==> src/port_pkg.sv <==
// Purpose: shared constants for the port pin block
// Assumes: port commands arrive already decoded from the command decoder
// Notes: bit 0 of the port is the anti-shock reset, never a general pin
package port_pkg;
	localparam int PORT_W          = 3;
	localparam int RST_BIT         = 0;
	localparam int PIN_TWO_BIT     = 2;
	localparam logic [2:0] DIR_RST = 3'h0;
	localparam logic [2:0] LVL_RST = 3'h0;
	localparam logic       ASR_ASSERTED = 1'h0;
	localparam logic [2:0] SYNC_RST     = 3'h0;
	localparam logic [2:0] RD_RST       = 3'h0;
endpackage

==> src/sync2.sv <==
// Purpose: two-stage synchroniser for pin inputs
// Assumes: single clock mclk
// Notes: first stage is read only by the second
`timescale 1ns/100ps
module sync2 #(
	parameter int           W       = 1,
	parameter logic [W-1:0] RST_VAL = '0
) (
	// clock and reset
	input  wire logic         mclk,
	input  wire logic         resetn,
	// data
	input  wire logic [W-1:0] d,
	output logic      [W-1:0] q
);
	logic [W-1:0] meta_r;
	always_ff @(posedge mclk or negedge resetn) begin
		if (!resetn) begin
			meta_r <= RST_VAL;
			q      <= RST_VAL;
		end else begin
			meta_r <= d;
			q      <= meta_r;
		end
	end
endmodule

==> src/antishock_reset_and_port_pins.sv <==
// Purpose: general port bits and the anti-shock reset pin
// Assumes: host port commands arrive as a decoded one-cycle strobe with data
// Notes: anti-shock reset reaches only the anti-shock section
// What this block does
// - low reset pin holds only anti-shock section
// - high reset pin releases anti-shock section
// - port bit zero is reset, not general
// - port set forces bit zero off, undriven
// - pin two direction and level from host
`timescale 1ns/100ps
module antishock_reset_and_port_pins
	import port_pkg::*;
(
	// clock and reset
	input  wire logic              mclk,
	input  wire logic              resetn,
	// port set command from decoder
	input  wire logic              port_set_stb,
	input  wire logic [PORT_W-1:0] port_dir_in,
	input  wire logic [PORT_W-1:0] port_lvl_in,
	// port pins, bit 0 is antishock_reset_n
	input  wire logic [PORT_W-1:0] port_pin_i,
	output logic      [PORT_W-1:0] port_pin_o,
	output logic      [PORT_W-1:0] port_pin_oe,
	// readback seen by the host: synchronised pad level on inputs, own level on outputs, zero at bit 0
	output logic      [PORT_W-1:0] port_rd_r,
	// reset toward anti-shock section only
	output logic                   antishock_rst_n_r
);
	// pad levels after the two-stage synchroniser
	logic [PORT_W-1:0] pin_s;
	// command state, held between strobes
	logic [PORT_W-1:0] dir_r;
	logic [PORT_W-1:0] lvl_r;
	logic [PORT_W-1:0] dir_nxt;
	logic [PORT_W-1:0] lvl_nxt;
	// per-bit pad and readback values, registered below
	logic [PORT_W-1:0] pin_o_nxt;
	logic [PORT_W-1:0] rd_nxt;

	// pads are asynchronous to mclk; only the reset pin checks read them raw
	sync2 #(
		.W       (PORT_W),
		.RST_VAL (SYNC_RST)
	) u_sync (
		.mclk   (mclk),
		.resetn (resetn),
		.d      (port_pin_i),
		.q      (pin_s)
	);

	// reset pin slot: never latched, never driven, reads as zero
	assign dir_nxt[RST_BIT]   = 1'b0;
	assign lvl_nxt[RST_BIT]   = 1'b0;
	assign pin_o_nxt[RST_BIT] = 1'b0;
	assign rd_nxt[RST_BIT]    = 1'b0;

	// general bits share one slice each
	for (genvar i = 1; i < PORT_W; i++) begin : g_bit
		assign dir_nxt[i]   = port_dir_in[i];
		assign lvl_nxt[i]   = port_lvl_in[i];
		// level reaches the pad only while the driver is on
		assign pin_o_nxt[i] = lvl_r[i] & dir_r[i];
		// outputs read back their own level, inputs the pad
		assign rd_nxt[i]    = dir_r[i] ? lvl_r[i] : pin_s[i];

	end

	// command latch; bit zero already forced by the slice above
	always_ff @(posedge mclk or negedge resetn) begin
		if (!resetn) begin
			dir_r <= DIR_RST;
			lvl_r <= LVL_RST;
		end else if (port_set_stb) begin
			dir_r <= dir_nxt;
			lvl_r <= lvl_nxt;
		end
	end

	// pads registered so outputs leave straight from flops
	always_ff @(posedge mclk or negedge resetn) begin
		if (!resetn) begin
			port_pin_o  <= LVL_RST;
			port_pin_oe <= DIR_RST;
		end else begin
			port_pin_o  <= pin_o_nxt;
			port_pin_oe <= dir_r;
		end
	end

	// one extra edge of latency, but a clean readback flop
	always_ff @(posedge mclk or negedge resetn) begin
		if (!resetn) begin
			port_rd_r <= RD_RST;
		end else begin
			port_rd_r <= rd_nxt;
		end
	end

	// dsp part keeps running; only this output follows the pin
	always_ff @(posedge mclk or negedge resetn) begin
		if (!resetn) begin
			antishock_rst_n_r <= ASR_ASSERTED;
		end else begin
			antishock_rst_n_r <= pin_s[RST_BIT];
		end
	end
endmodule

==> config.mk <==
export PLATFORM = sky130hd
export DESIGN_NAME = antishock_reset_and_port_pins
export DESIGN_NICKNAME = d
export VERILOG_FILES = /design/src/port_pkg.sv /design/src/sync2.sv /design/src/antishock_reset_and_port_pins.sv
export SDC_FILE = /design/constraint.sdc
export NUM_CORES = 1
export LEC_CHECK = 0
export ABC_CLOCK_PERIOD_IN_PS = 1160
export BUFFER_PORTS_ARGS = -buffer_cell sky130_fd_sc_hd__buf_2
export CAP_MARGIN = 20
export CELL_PAD_IN_SITES_DETAIL_PLACEMENT = 1
export CELL_PAD_IN_SITES_GLOBAL_PLACEMENT = 1
export CORE_MARGIN = 10
export CORE_UTILIZATION = 36
export DETAILED_ROUTE_END_ITERATION = 10
export PLACE_DENSITY = 0.81
export SYNTH_ARGS = -nofsm -noshare
export SYNTH_HDL_FRONTEND = slang
export SYNTH_SLANG_ARGS = --single-unit
export TNS_END_PERCENT = 1
==> constraint.sdc <==
create_clock -name mclk -period 1.16 [get_ports mclk]
set_input_delay 0.058 -clock mclk [delete_from_list [all_inputs] [get_ports mclk]]
set_output_delay 0.058 -clock mclk [all_outputs]
set_load 0.03 [all_outputs]
==> run metrics, run 1 <==
fmax 1.13 GHz; CTS sink count 17; Vias 302; vias in the first global route 362; Setup crit start kind flip-flop; crit path DAT 0.83 ns; Clock transition at path regs 0.09 ns; CTS max path bufs 2; Rows 13; postcts setup bufs 0; critical path, cell by cell buf_2; Max Slew Vio Count 0; GRT Total Usage 6.22%; Post-route DRC 0; Final Setup Violations 0; layout cell share with drive strength beyond 1 33.9%; Top Family by Delay on Critical Path flip-flops; RSZ-0062 raised after global routing false; Die Footprint 3410 um2; n_diodes 0; clock root cell clkbuf_4; largest area contributor in the netlist dfrtp_1; Overflow after GRT 0; Stages on worst setup path 1; Mean Syn Cell Area 18.3 um2; post-synthesis cell type count 5; Core ar. 1350 um2; # IOs 22; Filler Cells Inserted 143; Final Hold Fails 0; outcome finished clean; CP max FO 1; Synth top area share 80.0%; hold_buf cts 8; Tcrit/Tclk final 76.1%; final wirelength 998 um; post-cts repair resize count 0; critical path class reg2out; initial antenna violation count 0; drt first pass iters 1; sequential area share after synthesis 80.0%; NumNets Final 69; Critical Path End Type output pin; Setup TNS Final 0 ns; synth top area cells dfrtp_1 80%, mux2_1 13%, buf_4 4.2%; maximum vdd ir drop 0.000782 V; Inserted Clock Buffers 3; Synth Cell Area 532 um2; Die Ht 58.4 um; H-tree levels 1; Hold Crit Depth 2; Min-Delay Path Class in2reg; port bufs 16; CP max stage delay 0.37 ns; initial drt markers 0; shortest period the worst path allows 0.883 ns; Max Cap Viol 0; CP bufs+invs 1; GPL Wtd Cong 0.576; routed vias/inst 4.25; effective utilization at floorplan 39.4%; Yosys reg bits 17; global-route wire length before repair 1630 um; Routed wire per std cell 14.1 um; Lkg Pwr 0.353 nW; Post-Syn Instances 29; worst skew pair latency 0.28 ns; Die W 58.4 um; P per Cell Area 1550 nW/um2; cell count of the worst reg-to-reg path 1; remaining antenna violation count 0; Ys Warns 0; CTS tree done; Setup Skew 0.000947 ns; Slowest-stage cell, CP dfrtp_1; synth-to-layout area growth 35.8%; largest net degree at the start of global routing 18; Min Hold Slack 0.0806 ns; worst endpoint required time 1.10 ns
==> path summary, 6_finish.rpt <==
| path | endpoint | start | slack (ns) |
|---|---|---|---|
| min in group asynchronous | dir_r[2] | resetn | 0.21 |
| worst min-delay path | dir_r[2] | port_set_stb | 0.08 |
| worst min register to register | u_sync.q[1] | u_sync.meta_r[1] | 0.36 |
| worst max register to register | port_rd_r[2] | dir_r[2] | 0.30 |
| worst max-delay path | port_pin_o[1] | port_pin_o[1] | 0.28 |
| max in group asynchronous | u_sync.q[2] | resetn | 0.69 |
==> registers in the layout, summed over array words and instances (netlist names) <==
name,count
u_sync.meta_r,3
u_sync.q,3
dir_r,2
lvl_r,2
port_pin_o,2
port_pin_oe,2
port_rd_r,2
antishock_rst_n_r,1
==> cell usage after synthesis <==
cell,count
mux2_1,6
conb_1,1
dfrtp_1,17
and2_1,2
buf_4,3
==> area by class of cell <==
| class | instances | area (um2) | area share [%] |
|---|---|---|---|
| timing repair buffer | 24 | 160 | 22.2 |
| tap | 15 | 18.8 | 2.60 |
| multi-input combinational | 11 | 91.3 | 12.7 |
| clock buffer | 4 | 26.3 | 3.64 |
| sequential | 17 | 425 | 58.9 |
==> placed cells by master, fill, tap and decap left out <==
cell type	synthesis	final
mux2_1	6	6
conb_1	1	3
dfrtp_1	17	17
clkbuf_1	0	1
buf_2	0	16
and2_1	2	2
dlygate4sd3_1	0	8
clkbuf_4	0	3
==> logic make-up after synthesis <==
group         count (synthesis)  synth area share, %
simple gates                  2                 2.35
mux                           6                 12.7
flops                        17                 80.0
other cells                   1                0.705
buf+inv                       3                 4.23
==> per-layer routing <==
metal	share of wire, %	wire, um	global-route usage (%)	up-vias
met2	57	565	12.0	11
met4	0	0	2.01	0
met1	30	304	4.76	150
li1	-	-	-	141
met3	13	128	4.08	0
met5	0	0	0	-
==> stage by stage <==
| stage | total power [mW] | util, % | cells | setup slack [ns] | cell area [um2] |
|---|---|---|---|---|---|
| CTS | 1.15 | 53.5 | 71 | 0.251 | 722 |
| finish | 1.12 | 53.5 | 71 | 0.277 | 722 |
| global placement | 0.811 | 45.6 | 59 | 0.329 | 616 |
| floorplan | 0.762 | - | 31 | 0.363 | 539 |
| global route | 1.18 | 53.5 | 71 | 0.230 | 722 |
| detailed placement | 0.818 | 45.6 | 59 | 0.313 | 616 |
==> report_power, final <==
part           internal, mW  switching, mW  leakage [nW]
clock                 0.133          0.163        0.0150
combinational        0.0627          0.102         0.138
sequential            0.640         0.0190         0.201
total                 0.836          0.284         0.353
No activity file was read; power rests on OpenSTA's default activity.
==> run 2, diff against run 1 <==
--- a/config.mk
+++ b/config.mk
@@ -5,15 +5,16 @@
 export SDC_FILE = /design/constraint.sdc
 export NUM_CORES = 1
 export LEC_CHECK = 0
-export ABC_CLOCK_PERIOD_IN_PS = 1160
+export ABC_AREA = 1
+export ABC_CLOCK_PERIOD_IN_PS = 860
 export BUFFER_PORTS_ARGS = -buffer_cell sky130_fd_sc_hd__buf_2
 export CAP_MARGIN = 20
 export CELL_PAD_IN_SITES_DETAIL_PLACEMENT = 1
 export CELL_PAD_IN_SITES_GLOBAL_PLACEMENT = 1
 export CORE_MARGIN = 10
-export CORE_UTILIZATION = 36
+export CORE_UTILIZATION = 33
 export DETAILED_ROUTE_END_ITERATION = 10
-export PLACE_DENSITY = 0.81
+export PLACE_DENSITY = 0.79
 export SYNTH_ARGS = -nofsm -noshare
 export SYNTH_HDL_FRONTEND = slang
 export SYNTH_SLANG_ARGS = --single-unit
==> constraint.sdc (replaced) <==
create_clock -name mclk -period 0.86 [get_ports mclk]
set_input_delay 0.043 -clock mclk [delete_from_list [all_inputs] [get_ports mclk]]
set_output_delay 0.043 -clock mclk [all_outputs]
set_load 0.03 [all_outputs]
==> run 2 against run 1 <==
Net effect:
- core utilization shrank 2.7 points
- hold slack got worse by 0.058 ns
- register-to-register slack worse by 0.11 ns
- synthesized cell count up 52%
- flip-flop and latch count did not move
- non-clock buffer count stayed put
- cell count rose by 23%
- sequential share of layout area decreased by 4.0 points
- highest routed layer is now met4
==> run metrics, run 2 <==
fmax 1.18 GHz; H-tree levels 1 (unchanged); Routed wire per std cell 11.2 um (-20%); outcome finished clean; Synth Area in Simple Gates 12.6% (+10 points); Post-Synth XOR/XNOR Area 0% (unchanged); switching share of power 25.5% (+0.19 points); Critical Path End Type output pin; largest net degree at the start of global routing 18 (unchanged); CTS max path bufs 2 (unchanged); Filler Cells Inserted 168 (+17%); synth-to-layout area growth 44.0%; effective utilization at floorplan 35.3% (-4.1 points); WL met2 489 um (-13%); post-synthesis cell type count 6 (+1); sequential area share after synthesis 79.1% (-0.93 points); clock root cell clkbuf_4; Setup Skew 0.000274 ns (-0.000673 ns); Vias 369 (+22%); Placement Cell Area 623 um2 (+1.2%); Die Footprint 3650 um2 (+6.8%); Cells after DPL 75 (+27%); fraction of registers with async set/reset 100% (unchanged); CTS tree done; vias in the first global route 417 (+15%); Post-synth top cells 18 x nand2_1, 17 x dfrtp_1, 4 x inv_1; Met3 Wirelength 129 um (+0.78%); FF/Latch Area 425 um2 (unchanged); Post-route DRC 0 (unchanged); largest family of logic cells by synthesized area simple AND/OR/NAND/NOR gates; GPL Wtd Cong 0.620 (+7.6%); global-route wire length before repair 1700 um (+4.2%); Die W 60.4 um (+3.3%); Mean Syn Cell Area 12.2 um2 (-33%); RSZ-0062 raised after global routing true; Ys Warns 0 (unchanged); Sw Pwr 0.389 mW (+37%); Post-Syn Instances 44 (+52%); EDFF count, synth 0 (unchanged); CP bufs+invs 1 (unchanged); share of power burned in registers 58.2% (-0.7 points); initial antenna violation count 0 (unchanged); postcts setup bufs 0 (unchanged); Final Setup Violations 0 (unchanged); Core ar. 1520 um2 (+13%); Setup WS pre-CTS 0.180 ns (-0.133 ns); Post-synth top flop dfrtp_1; Min-Delay Path Class in2reg; Lkg Pwr 0.427 nW (+21%); CP max stage delay 0.39 ns (+0.02 ns); Setup crit start kind flip-flop; Die Ht 60.4 um (+3.3%); Compound-Gate Fraction of Synth Area 0% (unchanged); maximum vdd ir drop 0.000861 V (+10%); remaining antenna violation count 0 (unchanged); final HPWL from detailed placement 725 um; Rows 14 (+1); Int Power 1.13 mW (+36%); most frequent cells in the layout 18 x nand2_1, 17 x dfrtp_1, 9 x buf_2; Yosys reg bits 17 (unchanged); worst skew pair latency 0.28 ns (about the same); clock network power share 26.2% (-0.3 points); Adder-Cell Fraction of Synth Area 0% (unchanged); post-route insts no fill 87 (+23%); Synth top area share 79.1% (-0.93 points); Overflow after GRT 0 (unchanged); CP max FO 1 (unchanged); shortest period the worst path allows 0.844 ns; final setup margin 0.0159 ns (-0.261 ns); worst endpoint required time 0.82 ns (-0.28 ns); crit path DAT 0.80 ns (-0.03 ns); Top Family by Delay on Critical Path flip-flops; port bufs 16 (unchanged); final wirelength 978 um (-2.0%); Combinational Power Share 15.6% (+0.9 points); n_diodes 0 (unchanged); Max Cap Viol 0 (unchanged); initial drt markers 0 (unchanged); P per Cell Area 1970 nW/um2 (+27%); Top Registers u_sync.meta_r (3), u_sync.q (3); # IOs 22 (unchanged); critical path class reg2out; routed vias/inst 4.24 (-0.29%); uppermost layer routed met4; area occupied by multi-input gates 78.8 um2 (-14%); multiplexer share of the synthesized area 0% (-13 points); commonest non-fill, non-tap cell in the layout nand2_1; critical path, cell by cell buf_6; total power 1.52 mW (+36%); drt first pass iters 1 (unchanged); Slowest-stage cell, CP dfrtp_1; GRT Total Usage 6.26% (+0.038 points); Setup TNS Final 0 ns (unchanged); most frequent cell after synthesis nand2_1; Inserted Clock Buffers 3 (unchanged); layout cell share with drive strength beyond 1 29.6% (-4.4 points); post-route cell area 774 um2 (+7.3%); Tcrit/Tclk final 98.2%; Max Slew Vio Count 0 (unchanged); met1 wire length 332 um (+9.2%); Clock transition at path regs 0.09 ns (about the same); reg2reg setup slack 0.19 ns (-0.11 ns); largest area contributor in the netlist dfrtp_1; synth top area cells dfrtp_1 79%, nand2_1 13%, buf_4 4.2%; Synth Cell Area 538 um2 (+1.2%); NumNets Final 84 (+22%); Final Hold Fails 0 (unchanged); CTS sink count 17 (unchanged)
run 2: power by group through the flow:
stage / sequential [mW] / clock, mW / combinational, mW
detailed placement: 0.896 / 0 / 0.182
floorplan: 0.951 / 0 / 0.0592
finish: 0.886 / 0.399 / 0.238
CTS: 0.887 / 0.422 / 0.242
global route: 0.894 / 0.451 / 0.261
global placement: 0.892 / 0 / 0.177
run 2: kinds of logic (layout without fill, tap and decap cells):
logic type,Yosys count,in the layout
buffers and inverters,8,33
DFF,17,17
other,1,3
and+or+nand+nor,18,18
run 2: area by class of cell:
class | count | share of cell area (%)
Clock inverter | 1 | 0.646
Sequential cell | 17 | 54.9
Tap cell | 16 | 2.58
Inverter | 5 | 2.42
Multi-Input combinational cell | 21 | 10.2
Clock buffer | 3 | 2.91
Timing Repair Buffer | 24 | 26.3
run 2: worst paths after layout:
check                                 start                 to  cells past startpoint
max reg2reg                        dir_r[1]       port_rd_r[1]                      2
min                            port_set_stb           lvl_r[1]                      3
max in group asynchronous            resetn        u_sync.q[1]                      2
min reg2reg                u_sync.meta_r[0]        u_sync.q[0]                      0
min in group asynchronous            resetn  antishock_rst_n_r                      2
max                          port_pin_oe[1]     port_pin_oe[1]                      1
run 2: per-stage QoR:
stage,hold WS (ns),utilization [%]
after floorplan,-0.253,-
after global placement,-0.0355,40.9
after detailed placement,-0.0293,40.9
after CTS,0.0136,50.8
after global routing,0.0255,50.8
final,0.0226,50.8
run 2: timing repair:
item	in CTS	in global routing
gates resized for setup	14	0
endpoints found under the setup margin	7	7
hold endpoints to repair	24	0
hold buffers	8	0
run 2: routing by layer:
| metal | global-route usage (%) | vias up |
|---|---|---|
| met5 | 0 | - |
| met4 | 6.73 | 0 |
| met3 | 1.88 | 2 |
| met2 | 10.6 | 16 |
| met1 | 5.56 | 175 |
| li1 | - | 176 |
